**config.mk**
```make
export PLATFORM = sky130hd
export DESIGN_NAME = acc_conv_ctrl
export DESIGN_NICKNAME = d
export VERILOG_FILES = /design/src/design/acc_pkg.sv /design/src/design/acc_tick_gen.sv /design/src/design/acc_conv_ctrl.sv
export VERILOG_INCLUDE_DIRS = /design/src /design/src/design
export SDC_FILE = /design/constraint.sdc
export NUM_CORES = 1
export LEC_CHECK = 0
export ABC_AREA = 1
export ABC_CLOCK_PERIOD_IN_PS = 1880
export BUFFER_PORTS_ARGS = -buffer_cell sky130_fd_sc_hd__buf_2
export CORE_MARGIN = 5
export CORE_UTILIZATION = 30
export CTS_BUF_LIST = sky130_fd_sc_hd__clkbuf_8
export CTS_CLUSTER_DIAMETER = 50
export DETAILED_ROUTE_END_ITERATION = 12
export SYNTH_ARGS = -nofsm -noshare
export SYNTH_HDL_FRONTEND = slang
export SYNTH_HIERARCHICAL = 1
export SYNTH_SLANG_ARGS = --single-unit
```
**constraint.sdc**
```tcl
create_clock -name clk_sys -period 1.88 [get_ports clk_sys]
set_input_delay 0.282 -clock clk_sys [delete_from_list [all_inputs] [get_ports clk_sys]]
set_output_delay 0.282 -clock clk_sys [all_outputs]
set_load 0.05 [all_outputs]
```
**src/design/acc_map.svh**
```systemverilog
// acc_map.svh: field positions, select codes, reset values and timing counts of the
// converter control block; assumes a 50 MHz system clock.
// Operation
// - completion always sets done flag
// - irq only when enable and flag
// - converter irq wakes sleeping device
// - wake runs next instruction, isr if enabled
// - sleep conversion only with rc clock
// - format bit picks twos or sign-magnitude
// - sign-magnitude left-justified, sign in bit0
// - twos complement right-justified, sign-extended
// - start clears results and begins conversion
// - completion clears status, sets flag
// - clearing status aborts, result stays cleared
// - reset clears registers, stops conversion
// - rc clock delays start three cycles
// - rc sleep without irq powers down
// - non-rc clock sleep aborts, powers down
// - trigger edge sets status, resets timer
// - four-bit field selects trigger source
// - conversion takes fifteen bit periods
// - clock select maps divider codes
// - status bit1, enable bit0 of control 0
`ifndef ACC_MAP_SVH
`define ACC_MAP_SVH
`define ACC_CTRL0_ENABLE_BIT  0
`define ACC_CTRL0_STATUS_BIT  1
`define ACC_CONV_PERIODS      4'd15
`define ACC_INSTR_CYCLES      2'd3
`define ACC_RC_DIV            7'd79
`define ACC_RESULT_RESET      16'h0000
`define ACC_CLK_DIV2          3'b000
`define ACC_CLK_DIV4          3'b100
`define ACC_CLK_DIV8          3'b001
`define ACC_CLK_DIV16         3'b101
`define ACC_CLK_DIV32         3'b010
`define ACC_CLK_DIV64         3'b110
`define ACC_TRIG_CAPCOMP1     4'h1
`define ACC_TRIG_CAPCOMP2     4'h2
`define ACC_TRIG_PWM_FIRST    4'h4
`define ACC_TRIG_PWM_LAST     4'h9
`endif

```
**src/design/acc_pkg.sv**
```systemverilog
// acc_pkg.sv: types shared by the converter control block.
// assumes acc_map.svh supplies the numeric constants.
package acc_pkg;
    typedef enum logic [1:0] {
        ACC_IDLE,
        ACC_DELAY,
        ACC_CONVERT
    } acc_state_t;
endpackage

```
**src/design/acc_tick_gen.sv**
```systemverilog
// acc_tick_gen.sv: bit period tick generator for the conversion clock.
// assumes the rc oscillator is modelled by a fixed divider of the system clock.
`timescale 1ns/1ps
`default_nettype none
`include "acc_map.svh"
module acc_tick_gen (
    // clock and reset
    input  wire logic       clk_sys,
    input  wire logic       sys_rst,
    // control
    input  wire logic       run,
    input  wire logic [2:0] conv_clock_select,
    // tick out
    output var  logic       tick
);
    logic [6:0] cnt_reg;   // cycles since last tick
    logic [6:0] limit;     // terminal count
    always_comb begin
        case (conv_clock_select)
            `ACC_CLK_DIV2:  limit = 7'd1;
            `ACC_CLK_DIV4:  limit = 7'd3;
            `ACC_CLK_DIV8:  limit = 7'd7;
            `ACC_CLK_DIV16: limit = 7'd15;
            `ACC_CLK_DIV32: limit = 7'd31;
            `ACC_CLK_DIV64: limit = 7'd63;
            default:        limit = `ACC_RC_DIV; // x11 selects rc clock
        endcase
    end
    assign tick = run && (cnt_reg == limit);
    // counter restarts whenever the converter is idle so periods align to start
    always_ff @(posedge clk_sys) begin
        if (sys_rst || !run || tick) begin
            cnt_reg <= 7'd0;
        end else begin
            cnt_reg <= cnt_reg + 7'd1;
        end
    end
endmodule
`default_nettype wire

```
**src/design/acc_conv_ctrl.sv**
```systemverilog
// acc_conv_ctrl.sv: converter control: start, abort, completion, flag,
// wake, auto trigger and result formatting.
// assumes the analog core hands a 13-bit sign-magnitude sample at completion.
`timescale 1ns/1ps
`default_nettype none
`include "acc_map.svh"
module acc_conv_ctrl (
    // clock and reset
    input  wire logic        clk_sys,
    input  wire logic        sys_rst,
    // control register write (one-cycle strobe) and held settings
    input  wire logic        ctrl0_wr,
    input  wire logic [7:0]  ctrl0_wdata,
    input  wire logic        result_format_sel,
    input  wire logic        result_width_mode,
    input  wire logic [2:0]  conv_clock_select,
    input  wire logic [3:0]  auto_trigger_select,
    // interrupt control
    input  wire logic        conv_irq_enable,
    input  wire logic        global_irq_enable,
    input  wire logic        periph_irq_enable,
    input  wire logic        done_flag_clear,
    // device state
    input  wire logic        cpu_sleep,
    // trigger sources
    input  wire logic        capcomp_unit_1,
    input  wire logic        capcomp_unit_2,
    input  wire logic [5:0]  pwm_ctrl_events,
    // analog core sample, sign bit 12 and magnitude 11:0
    input  wire logic [12:0] core_sample,
    // status and results
    output var  logic        converter_enable,
    output var  logic        conv_status,
    output var  logic        conv_done_flag,
    output var  logic        conv_irq,
    output var  logic        cpu_wake,
    output var  logic        cpu_vector_isr,
    output var  logic        core_powered,
    output var  logic        timer_reset,
    output var  logic [7:0]  result_high,
    output var  logic [7:0]  result_low
);
    import acc_pkg::*;

    acc_state_t  state_reg, state_next;   // conversion sequencer
    logic        enable_reg;              // converter enable
    logic        status_reg, status_next; // conversion status
    logic        flag_reg;                // completion flag
    logic        irq_reg;                 // interrupt request
    logic        wake_reg;                // wake request, held while asleep with the flag pending and irq enabled
    logic        isr_reg;                 // branch to service routine
    logic        power_reg;               // analog core powered
    logic        trst_reg;                // timer reset pulse
    logic        trig_prev_reg;           // trigger for edge detect
    logic [3:0]  period_reg;              // bit periods elapsed
    logic [1:0]  delay_reg;               // rc start delay counter
    logic [15:0] result_reg;              // result pair
    logic        tick;                    // one bit period
    logic        rc_clock;                // rc clock selected
    logic        sw_start;                // software start write
    logic        sw_clear;                // software abort write
    logic        trig_level;              // selected trigger level
    logic        trig_edge;               // rising trigger edge
    logic        start_req;               // any accepted start
    logic        complete;                // last bit period
    logic        sleep_abort;             // sleep kills non-rc conversion
    logic [15:0] fmt_sm;                  // sign-magnitude image
    logic [15:0] fmt_tc;                  // twos complement image
    logic [12:0] tc_val;                  // signed value
    logic [15:0] fmt_out;                 // chosen image

    assign rc_clock = conv_clock_select[1:0] == 2'b11;
    // status bit 1, enable bit 0
    assign sw_start = ctrl0_wr && ctrl0_wdata[`ACC_CTRL0_STATUS_BIT];
    assign sw_clear = ctrl0_wr && !ctrl0_wdata[`ACC_CTRL0_STATUS_BIT];

    assign trig_level =
        (auto_trigger_select == `ACC_TRIG_CAPCOMP1) ? capcomp_unit_1 :
        (auto_trigger_select == `ACC_TRIG_CAPCOMP2) ? capcomp_unit_2 :
        (auto_trigger_select >= `ACC_TRIG_PWM_FIRST &&
         auto_trigger_select <= `ACC_TRIG_PWM_LAST)
            ? pwm_ctrl_events[3'(auto_trigger_select - `ACC_TRIG_PWM_FIRST)] : 1'b0;
    assign trig_edge = trig_level && !trig_prev_reg;

    // disabled converter ignores starts; relied on
    assign start_req = enable_reg && state_reg == ACC_IDLE && (sw_start || trig_edge)
                       && !(ctrl0_wr && !ctrl0_wdata[`ACC_CTRL0_ENABLE_BIT]);
    assign complete = state_reg == ACC_CONVERT && tick &&
                      period_reg == `ACC_CONV_PERIODS - 4'd1;
    assign sleep_abort = cpu_sleep && !rc_clock && state_reg != ACC_IDLE;

    acc_tick_gen u_tick (
        .clk_sys           (clk_sys),
        .sys_rst           (sys_rst),
        .run               (state_reg == ACC_CONVERT),
        .conv_clock_select (conv_clock_select),
        .tick              (tick)
    );

    // sign-magnitude left-justified, sign in bit 0
    assign fmt_sm = {core_sample[11:0], 3'b000, core_sample[12]};
    // convert to signed and sign-extend right-justified
    // a negative zero magnitude stands for the full-scale negative value
    assign tc_val = core_sample[12]
                    ? (13'(~{1'b0, core_sample[11:0]} + 13'd1) | 13'h1000)
                    : {1'b0, core_sample[11:0]};
    assign fmt_tc = {{3{tc_val[12]}}, tc_val};
    // format select; width mode is not used here
    assign fmt_out = result_format_sel ? fmt_tc : fmt_sm;

    // sequencer next state
    always_comb begin
        state_next  = state_reg;
        status_next = status_reg;
        case (state_reg)
            ACC_IDLE: begin
                if (start_req) begin
                    status_next = 1'b1;
                    state_next  = rc_clock ? ACC_DELAY : ACC_CONVERT;
                end
            end
            ACC_DELAY: begin
                if (delay_reg == `ACC_INSTR_CYCLES - 2'd1) begin
                    state_next = ACC_CONVERT;
                end
            end
            ACC_CONVERT: begin
                if (complete) begin
                    state_next  = ACC_IDLE;
                    status_next = 1'b0;
                end
            end
            default: begin
                state_next  = ACC_IDLE;
                status_next = 1'b0;
            end
        endcase
        if (state_reg != ACC_IDLE && (sw_clear || sleep_abort)) begin
            state_next  = ACC_IDLE;
            status_next = 1'b0;
        end
        if (!enable_reg) begin
            state_next  = ACC_IDLE;
            status_next = 1'b0;
        end
    end

    // sequencer and status registers; reset clears all
    always_ff @(posedge clk_sys) begin
        if (sys_rst) begin
            state_reg  <= ACC_IDLE;
            status_reg <= 1'b0;
        end else begin
            state_reg  <= state_next;
            status_reg <= status_next;
        end
    end

    // enable bit, written by software only
    always_ff @(posedge clk_sys) begin
        if (sys_rst) begin
            enable_reg <= 1'b0;
        end else if (ctrl0_wr) begin
            enable_reg <= ctrl0_wdata[`ACC_CTRL0_ENABLE_BIT];
        end
    end

    // bit period and start delay counters
    always_ff @(posedge clk_sys) begin
        if (sys_rst || state_reg == ACC_IDLE) begin
            period_reg <= 4'd0;
            delay_reg  <= 2'd0;
        end else begin
            if (state_reg == ACC_DELAY) begin
                delay_reg <= delay_reg + 2'd1;
            end
            if (state_reg == ACC_CONVERT && tick) begin
                period_reg <= period_reg + 4'd1;
            end
        end
    end

    // flag set on every completion; set wins over clear
    always_ff @(posedge clk_sys) begin
        if (sys_rst) begin
            flag_reg <= 1'b0;
        end else if (complete) begin
            flag_reg <= 1'b1;
        end else if (done_flag_clear) begin
            flag_reg <= 1'b0;
        end
    end

    // start clears results; completion loads formatted value
    always_ff @(posedge clk_sys) begin
        if (sys_rst) begin
            result_reg <= `ACC_RESULT_RESET;
        end else if (start_req) begin
            result_reg <= `ACC_RESULT_RESET;
        end else if (complete) begin
            result_reg <= fmt_out;
        end
    end

    // irq, wake and vector; core power
    always_ff @(posedge clk_sys) begin
        if (sys_rst) begin
            irq_reg       <= 1'b0;
            wake_reg      <= 1'b0;
            isr_reg       <= 1'b0;
            power_reg     <= 1'b0;
            trst_reg      <= 1'b0;
            trig_prev_reg <= 1'b0;
        end else begin
            irq_reg       <= conv_irq_enable && (flag_reg || complete);
            // wake only while asleep; cpu then runs the next instruction first
            wake_reg      <= cpu_sleep && conv_irq_enable && (flag_reg || complete);
            isr_reg       <= conv_irq_enable && (flag_reg || complete) &&
                             global_irq_enable && periph_irq_enable;
            // asleep, the core stays up only for a running rc conversion
            power_reg     <= enable_reg &&
                             (!cpu_sleep || (rc_clock && state_next != ACC_IDLE));
            // timer reset on accepted trigger edge
            trst_reg      <= trig_edge && start_req;
            trig_prev_reg <= trig_level;
        end
    end

    assign converter_enable = enable_reg;
    assign conv_status      = status_reg;
    assign conv_done_flag   = flag_reg;
    assign conv_irq         = irq_reg;
    assign cpu_wake         = wake_reg;
    assign cpu_vector_isr   = isr_reg;
    assign core_powered     = power_reg;
    assign timer_reset      = trst_reg;
    assign result_high      = result_reg[15:8];
    assign result_low       = result_reg[7:0];
endmodule
`default_nettype wire

```
==> flow_summary_export.csv, run 1 <==
group,metric,value,unit
outcome,status,"complete, no violations",
sta,fin_crit,1.76,ns
pwr,power_switching_share,0.265,
global_route,grt_max_degree,17,
placed_design,dp_hpwl,4.33,mm
drt,highest_layer,"met4",
final_layout,stdcell_count,511,
pwr,p_int,1.34,mW
floorplanning,fp.dieH,97.2,µm
drt,wl_met3,333,µm
cts,numClockSinks,40,
drt,met2_length,2.66,mm
sta,min_period_over_period,0.939,
min_path,whs_path_depth,3,
floorplanning,rows,31,
pwr,p_comb_frac,0.127,
sta,hold_viol,0,
cts,tritoncts,"done",
cts,cts_setup_buffers,0,
pwr,p_clk_frac,0.405,
min_path,hp-class,"primary input to register",
job,cap_violations,0,
synth,synthesis.nets,381,
final_layout,finish.utilization,0.408,
final_layout,n_antenna_cell,0,
global_route,grt_pass1_vias,2215,
worst_setup_path,worst_r2r_endpoint,"core_powered",
final_layout,finalNetCount,462,
min_path,worstHoldEndpoint,"conv_irq",
synth,synth_seq_area_share,0.351,
worst_setup_path,r2r_slack,0.12,ns
floorplanning,start_util,0.311,
cts,htreeDepth,2,
synth,syn_area,2280,µm²
drt,post_drt_via_cell_ratio,4.47,
sta,maxSlewViolCount,0,
sta,fin_hold_ws,0.215,ns
synth,synth_top_area_share,0.351,
synth,syn_avg_cell_area,6.92,µm²
cts,clk_pin_slew,0.09,ns
floorplanning,core_region_area,7330,µm²
synth,ys_warn_count,6,
placed_design,port_buffers,62,
worst_setup_path,reg2reg_depth,16,
global_route,antenna_found_initial,0,
final_layout,areaGrowthSynthToFinish,31.0,%
sta,worstMarginPinSlew,0.521,ns
sta,grt_setup_unrepaired,"true",
sta,timing.fmax,0.567,GHz
global_route,grt_pass1_wl,9.52,mm
pwr,power,1.82,mW
synth,ys_ff_latch,40,
drt,wire_per_inst,10.8,µm
placed_design,placed_cells,503,
cts,cts-buffers-inserted,5,
drt,drcViolationCount,0,
synth,synth_cells,330,
cts,clock_path_buffers,2,
worst_setup_path,reg2reg_from,"u_tick/cnt_reg[2]",
pwr,ir_worst_vdd,0.277,mV
synth,synth_area_leaders,"dfxtp_1 (35%), nand2_1 (11%), nor2_1 (7.6%), inv_1 (7.2%), a21oi_1 (5.9%)",
worst_setup_path,worstSetupPathType,"register to register",
floorplanning,fp.dieW,97.2,µm
cts,root_buffer,"clkbuf_8",
pwr,switchingPower,0.482,mW
final_layout,largest_reg_flops,16,
final_layout,drive_gt1_frac,0.294,
floorplanning,die-area,9450,µm²
pwr,pwr-share-seq,0.468,
worst_setup_path,startpoint_type,"register",
global_route,grt_overflow,0,
global_route,grt_usage,0.117,
worst_setup_path,worstPathMaxFanout,6,
worst_setup_path,cp-end-kind,"register",
drt,vias,2285,
drt,drt-total-wl,5.54,mm
pwr,p_per_area,609,nW/µm²
synth,synth.largest_area_cell,"dfxtp_1",
floorplanning,ios,70,
sta,skew,0.00956,ns
cts,clock_latency,0.29,ns
drt,ant_nets,0,
drt,drt_iter0_drc,96,
worst_setup_path,cp.required,2.09,ns
sta,final.setup.tns,0,ns
sta,maxSlewHeadroom,0.650,
pwr,power_leakage,1.43,nW
sta,setup_viol,0,
worst_setup_path,crit_arrival,1.97,ns
drt,dr.pass1.iters,4,
drt,wl_met1,2.46,mm
placed_design,place_congestion,0.854,
synth,synth_cell_types,37,
min_path,holdCritStartpoint,"conv_irq_enable",
==> through the flow <==
| step | area, µm² | setup slack [ns] |
|---|---|---|
| 2_1_floorplan | 2290 | 0.00155 |
| 3_5_place_dp | 2810 | -0.0821 |
| 6_report | 2990 | 0.115 |
| 5_1_grt | 2990 | -0.0276 |
| 3_3_place_gp | 2810 | -0.0640 |
| 4_1_cts | 2920 | 0.0473 |
==> cells in the final DEF (no fill, tap or decap), types with 2 or more instances in the layout <==
cell | synthesis | routed
nand3_2 | 1 | 3
inv_6 | 1 | 2
dfxtp_1 | 40 | 37
ha_1 | 5 | 5
nand2_1 | 66 | 65
nand3_1 | 18 | 16
nand2_2 | 3 | 4
a22oi_1 | 11 | 8
nor2_1 | 46 | 46
a21oi_2 | 2 | 4
a21oi_1 | 27 | 25
nor3_1 | 5 | 4
o21ai_1 | 2 | 3
buf_2 | 1 | 62
buf_4 | 0 | 19
o21a_1 | 2 | 2
a22oi_2 | 0 | 3
inv_2 | 1 | 2
inv_1 | 44 | 43
or2_2 | 2 | 2
xor2_1 | 12 | 12
o21ai_0 | 17 | 15
dfxtp_2 | 0 | 2
clkbuf_8 | 1 | 5
nand2_4 | 3 | 3
a211oi_1 | 2 | 2
==> per-layer routing <==
metal | up-vias | global-route usage
met2 | 51 | 0.205
met4 | 0 | 0.0362
li1 | 1220 | -
met1 | 1008 | 0.139
met3 | 6 | 0.0337
met5 | - | 0
==> worst max path at each step <==
stage,slack (ns),endpoint,from
finish,0.12,core_powered,u_tick/cnt_reg[2]
global route,-0.03,core_powered,u_tick/cnt_reg[4]
CTS,0.05,cpu_wake,u_tick/cnt_reg[2]
detailed placement,-0.08,core_powered,conv_clock_select[0]
global placement,-0.06,core_powered,conv_clock_select[0]
floorplan,0.002,core_powered,state_reg[1]
==> Yosys cell counts <==
| library cell | n |
|---|---|
| nand3_2 | 1 |
| clkbuf_8 | 1 |
| a211oi_1 | 2 |
| a22oi_1 | 11 |
| nor3_2 | 1 |
| nor2_1 | 46 |
| o211ai_1 | 1 |
| nand3_1 | 18 |
| xor2_1 | 12 |
| nor3_1 | 5 |
| and3_1 | 1 |
| ha_1 | 5 |
| nand2_2 | 3 |
| a21oi_2 | 2 |
| nor2_8 | 1 |
| nand3b_1 | 1 |
| inv_2 | 1 |
| nand4_1 | 1 |
| nand2_4 | 3 |
| clkinv_1 | 1 |
| or2_2 | 2 |
| buf_2 | 1 |
| dfxtp_1 | 40 |
| inv_6 | 1 |
| or2_1 | 1 |
| buf_6 | 3 |
| xnor2_1 | 1 |
| clkbuf_1 | 3 |
| o21a_1 | 2 |
| o21bai_1 | 1 |
| o21ai_0 | 17 |
| nor2_4 | 1 |
| a21oi_1 | 27 |
| o21ai_1 | 2 |
| inv_1 | 44 |
| nand2_1 | 66 |
| nor4_1 | 1 |
==> final cells by class <==
class / instances / area (µm²)
timing repair buffer: 82 / 464
tap: 99 / 124
clock inverter: 3 / 46.3
clock buffer: 5 / 68.8
fill: 775 / 4340
inverter: 47 / 181
sequential: 40 / 807
multi-input combinational: 235 / 1300
==> worst max-delay path, stage by stage, from the launching register on <==
cell and delay [ns]:
dfxtp_2 0.36, o21bai_4 0.13, o21ai_2 0.07, nor2_1 0.10, nand3b_1 0.12, nor3_4 0.19, nand2_4 0.10, nor2_8 0.12
inv_6 0.05, nand2_1 0.05, o21ai_1 0.06, clkinv_1 0.05, nand2_1 0.05, nand2_1 0.07, nand3_1 0.07, nand2_1 0.06
inv_1 0.03
==> cells by family after synthesis <==
logic type / Yosys count / synth area share
AO/OA/AOI/OAI: 65 / 0.164
XOR/XNOR: 13 / 0.0499
adder cells (fa/ha/maj): 5 / 0.0274
buffers and inverters: 55 / 0.107
flip-flops: 40 / 0.351
AND/OR/NAND/NOR: 152 / 0.300
==> repair_timing <==
action	4_1_cts	5_1_grt
endpoints found under the hold margin	0	0
resized for setup	0	19
hold buffers	0	0
endpoints found under the setup margin	0	17
==> power by group through the flow <==
stage,Combinational [mW],Sequential [mW],Clock [mW]
after global routing,0.263,0.853,0.799
after floorplan,0.129,0.882,0
after global placement,0.222,0.873,0
after CTS,0.226,0.854,0.760
after detailed placement,0.224,0.874,0
final,0.231,0.852,0.738
Power figures use the tool's default switching activity.
==> inputs of run 2 (changes only) <==
- REMOVE_ABC_BUFFERS: unset -> 1
==> run 2 against run 1 <==
  * First-iteration DRC count shrank 29%
  * Critical path type unchanged
  * Final area increased by 0.92%
  * Clock skew increased by 0.00079 ns
  * Non-clock buffer count is 5 higher
  * Sequential power hardly changed
  * Sequential cell count is the same
  * Power increased by 1.6%
  * Critical endpoint unchanged
  * Critical path depth increased by 1
  * Via count down 0.35%
  * Clock power rose by 4.6%
  * Cell count increased by 0.98%
  * Sequential share of layout area is 0.33 points lower
==> flow_summary_export.csv, run 2 (synthesized netlist as in run 1, its figures left out) <==
group,metric,value,unit
final_layout,drive_gt1_frac,0.293,
final_layout,layout_common_cells,"nand2_1 (65), buf_2 (62), nor2_1 (46), inv_1 (44), dfxtp_1 (37)",
worst_setup_path,r2r_slack,0.12,ns
placed_design,place_area,2820,µm²
sta,fin_crit,1.76,ns
cts,clock_latency,0.29,ns
sta,hold_viol,0,
cts,postCtsHoldBufs,0,
placed_design,port_buffers,62,
sta,maxSlewHeadroom,0.654,
worst_setup_path,worstSetupPathType,"register to register",
global_route,grt_usage,0.114,
placed_design,place_congestion,0.836,
placed_design,pre_cts_ws,-0.108,ns
worst_setup_path,startpoint_type,"register",
global_route,grt_pass1_wl,9.26,mm
drt,drcViolationCount,0,
final_layout,areaGrowthSynthToFinish,32.2,%
floorplanning,ios,70,
min_path,holdCritStartpoint,"global_irq_enable",
cts,root_buffer,"clkbuf_8",
sta,skew,0.0103,ns
placed_design,dp_hpwl,4.30,mm
drt,drt_iter0_drc,68,
final_layout,largest_reg_flops,16,
global_route,grt_pass1_vias,2183,
final_layout,n_antenna_cell,0,
worst_setup_path,cp.required,2.07,ns
cts,tritoncts,"done",
cts,cts-buffers-inserted,5,
worst_setup_path,cp-end-kind,"register",
worst_setup_path,reg2reg_depth,17,
pwr,power,1.85,mW
cts,htreeDepth,2,
sta,setup_ws,0.116,ns
sta,grt_setup_unrepaired,"true",
worst_setup_path,reg2reg_from,"u_tick/cnt_reg[2]",
min_path,worstHoldEndpoint,"cpu_vector_isr",
drt,vias,2277,
global_route,grt_overflow,0,
global_route,antenna_found_initial,0,
drt,wire_per_inst,10.6,µm
cts,clock_path_buffers,2,
worst_setup_path,worst_r2r_endpoint,"core_powered",
sta,worstMarginPinSlew,0.515,ns
floorplanning,fp.dieW,97.2,µm
floorplanning,start_util,0.311,
sta,timing.fmax,0.567,GHz
final_layout,finalNetCount,467,
cts,clk_pin_slew,0.07,ns
sta,setup_viol,0,
worst_setup_path,worstPathMaxFanout,8,
outcome,status,"complete, no violations",
floorplanning,rows,31,
floorplanning,fp.dieH,97.2,µm
cts,numClockSinks,40,
drt,drt-total-wl,5.45,mm
job,cap_violations,0,
min_path,hp-class,"primary input to register",
floorplanning,die-area,9450,µm²
sta,min_period_over_period,0.938,
final_layout,finalInstanceArea,3020,µm²
min_path,whs_path_depth,3,
floorplanning,core_region_area,7330,µm²
drt,ant_nets,0,
global_route,grt_max_degree,17,
worst_setup_path,crit_arrival,1.96,ns
final_layout,final_common_cell,"nand2_1",
pwr,p_per_area,613,nW/µm²
pwr,ir_worst_vdd,0.417,mV
pwr,power_leakage,1.46,nW
sta,maxSlewViolCount,0,
drt,post_drt_via_cell_ratio,4.41,
drt,dr.pass1.iters,4,
## run 2: report_power, final
group	leakage (nW)	switching, mW	internal (mW)
Clock	0.0645	0.303	0.469
Combinational	1.07	0.137	0.0885
Sequential	0.324	0.00189	0.851
## run 2: worst max-delay path by stage
stage / end / cells after the start / slack, ns / start
global route: cpu_vector_isr / 13 / -0.05 / u_tick/cnt_reg[2]
floorplan: core_powered / 17 / -0.16 / state_reg[1]
global placement: core_powered / 18 / -0.09 / conv_clock_select[0]
finish: core_powered / 17 / 0.12 / u_tick/cnt_reg[2]
detailed placement: core_powered / 19 / -0.11 / conv_clock_select[1]
CTS: core_powered / 17 / 0.02 / u_tick/cnt_reg[2]
## run 2: stage by stage
| stage | setup TNS, ns | util | instances | hold WS (ns) |
|---|---|---|---|---|
| 2_1_floorplan | -0.357 | - | 322 | 0.351 |
| 3_3_place_gp | -0.558 | 0.384 | 505 | 0.433 |
| 3_5_place_dp | -1.18 | 0.384 | 505 | 0.444 |
| 4_1_cts | 0 | 0.402 | 513 | 0.212 |
| 5_1_grt | -0.154 | 0.412 | 516 | 0.219 |
| 6_report | 0 | 0.412 | 516 | 0.219 |
## run 2: metal layers
layer	global-route usage	routed length, µm	share of wire	up-vias
met4	0.0362	43	0.0079	0
met5	0	0	0	-
met1	0.144	2610	0.48	998
li1	-	-	-	1231
met2	0.195	2570	0.47	44
met3	0.0237	231	0.042	4
## run 2: area by class of cell
class / count / area (µm²)
Clock inverter: 1 / 30.0
Inverter: 47 / 181
Timing Repair Buffer: 87 / 498
Fill cell: 789 / 4310
Tap cell: 99 / 124
Clock buffer: 7 / 96.3
Multi-Input combinational cell: 235 / 1280
Sequential cell: 40 / 805
## run 2: repair_timing
action,4_1_cts,5_1_grt
gates resized for setup,0,13
setup endpoints to repair,0,17
endpoints found under the hold margin,0,0
setup buffers,0,3
## run 2: worst max-delay path, stage by stage (launching register included)
cell and delay, ns:
dfxtp_2 0.36, o21bai_4 0.12, o21ai_1 0.09, nor2_1 0.10
nand3b_1 0.09, nor3_2 0.10, buf_4 0.14, nand2_4 0.07
nor2_8 0.11, inv_6 0.07, nand2_4 0.05, o21ai_2 0.04
clkinv_1 0.04, nand2_1 0.04, nand2_1 0.07, nand3_1 0.08
nand2_1 0.06, inv_1 0.04
==> inputs of run 3 (changes only) <==
- CORE_UTILIZATION: 30 -> 40
- PLACE_DENSITY: unset -> 0.67
==> run 3 against run 2 <==
  * Sequential cell count unchanged
  * Highest routed layer unchanged
  * Non-clock buffer count unchanged
  * Clock skew increased by 0.00081 ns
  * Sequential power about the same
  * Largest power group unchanged
  * Routed wire length increased by 0.55%
  * Critical path type unchanged
  * Hold slack got worse by 0.016 ns
  * Critical path depth increased by 1
==> flow_summary_export.csv, run 3 (synthesized netlist as in run 1, its figures left out) <==
group,metric,value,unit
worst_setup_path,worstPathMaxFanout,7,
final_layout,finalNetCount,467,
final_layout,final_common_cell,"nand2_1",
sta,setup_viol,0,
global_route,grt_usage,0.154,
floorplanning,fp.dieH,85.5,µm
sta,hold_viol,0,
worst_setup_path,crit_arrival,1.98,ns
sta,min_period_over_period,0.948,
global_route,use_met1,0.183,
worst_setup_path,cp-end-kind,"register",
cts,clock_latency,0.30,ns
floorplanning,rows,27,
final_layout,layout_common_cells,"nand2_1 (65), buf_2 (62), inv_1 (44), nor2_1 (44), dfxtp_1 (37)",
final_layout,fillers,565,
worst_setup_path,startpoint_type,"register",
global_route,antenna_found_initial,0,
pwr,p_per_area,558,nW/µm²
sta,skew,0.0112,ns
sta,worstMarginPinSlew,0.584,ns
cts,postCtsHoldBufs,0,
final_layout,n_antenna_cell,0,
pwr,power,1.66,mW
global_route,grtUsageMet2,0.259,
job,cap_violations,0,
floorplanning,fp.dieW,85.5,µm
final_layout,largest_reg_flops,16,
cts,clk_pin_slew,0.08,ns
worst_setup_path,cp.required,2.08,ns
pwr,ir_worst_vdd,0.335,mV
sta,final.setup.tns,0,ns
final_layout,finish.utilization,0.536,
global_route,grt_pass1_wl,9.27,mm
sta,fin_crit,1.78,ns
drt,wire_per_inst,11.2,µm
drt,ant_nets,0,
sta,maxSlewViolCount,0,
sta,maxSlewHeadroom,0.607,
drt,drt-total-wl,5.48,mm
global_route,grt_overflow,0,
cts,numClockSinks,40,
final_layout,drive_gt1_frac,0.307,
placed_design,port_buffers,62,
floorplanning,core_region_area,5540,µm²
min_path,hp-class,"primary input to register",
cts,tritoncts,"done",
drt,dr.pass1.iters,4,
sta,fin_hold_ws,0.203,ns
sta,timing.fmax,0.561,GHz
drt,post_drt_via_cell_ratio,4.76,
floorplanning,die-area,7320,µm²
global_route,met3_usage,0.0413,
global_route,grt_max_degree,17,
global_route,top_usage_layer,"met2",
sta,grt_setup_unrepaired,"true",
cts,root_buffer,"clkbuf_8",
outcome,status,"complete, no violations",
drt,drt_iter0_drc,74,
floorplanning,start_util,0.412,
cts,htreeDepth,2,
global_route,grt_pass1_vias,2268,
cts,clock_path_buffers,2,
placed_design,dp_hpwl,4.18,mm
cts,cts-buffers-inserted,5,
placed_design,place_congestion,0.860,
pwr,power_leakage,1.44,nW
worst_setup_path,worstSetupPathType,"register to register",
drt,vias,2327,
drt,drcViolationCount,0,
final_layout,areaGrowthSynthToFinish,30.0,%
floorplanning,ios,70,
-- run 3: cell count changes in the layout (fill, tap and decap cells not counted), sizes merged --
cell / change
clkinv: +3
clkbuf: -2
bufinv: -1
-- run 3: where the power goes --
group / internal (mW) / switching, mW
clock: 0.259 / 0.315
combinational: 0.0885 / 0.141
sequential: 0.851 / 0.00200
-- run 3: final cells by class --
cell class / count / area (µm²) / area share
multi-input cells: 235 / 1300 / 0.438
flip-flops and latches: 40 / 805 / 0.271
repair buffers: 87 / 502 / 0.169
inverters: 47 / 184 / 0.0620
well taps: 72 / 90.1 / 0.0304
clock buffers: 5 / 68.8 / 0.0232
clock inverters: 3 / 18.8 / 0.00632
-- run 3: worst max-delay path: stages (launching register included) --
cell      delay (ns)
dfxtp_2         0.36
inv_4           0.05
nor2_4          0.08
nand3_2         0.08
nor2_2          0.11
nand3b_1        0.09
nor3_2          0.10
buf_4           0.14
nand2_4         0.07
nor2_8          0.11
inv_6           0.06
nand2_1         0.05
o21ai_1         0.06
clkinv_1        0.04
nand2_1         0.05
nand2_2         0.06
nand3_1         0.07
nand2_1         0.06
inv_1           0.03
-- run 3: metal layers --
metal	share of wire	routed length [µm]
met5	0	0
met4	0.014	79
met3	0.056	306
met2	0.47	2580
met1	0.46	2510
-- run 3: stage by stage --
step,std cells,instance area (µm²),setup WS (ns)
after floorplan,322,2220,-0.158
after global routing,489,2970,-0.0797
after global placement,477,2780,-0.0701
after CTS,485,2860,0.00178
final,489,2970,0.0985
after detailed placement,477,2780,-0.0989
-- run 3: what timing repair did --
action                     4_1_cts  5_1_grt
gates resized for setup          0       21
setup buffers                    0        4
setup endpoints to repair        0       26
-- run 3: final timing paths --
| kind | startpoint | end | slack [ns] | cells after the start |
|---|---|---|---|---|
| worst max-delay path | state_reg[1] | core_powered | 0.1 | 18 |
| worst min-delay path | global_irq_enable | cpu_vector_isr | 0.20 | 3 |
| worst max register to register | state_reg[1] | core_powered | 0.1 | 18 |
| worst min register to register | conv_status | conv_status | 0.45 | 2 |
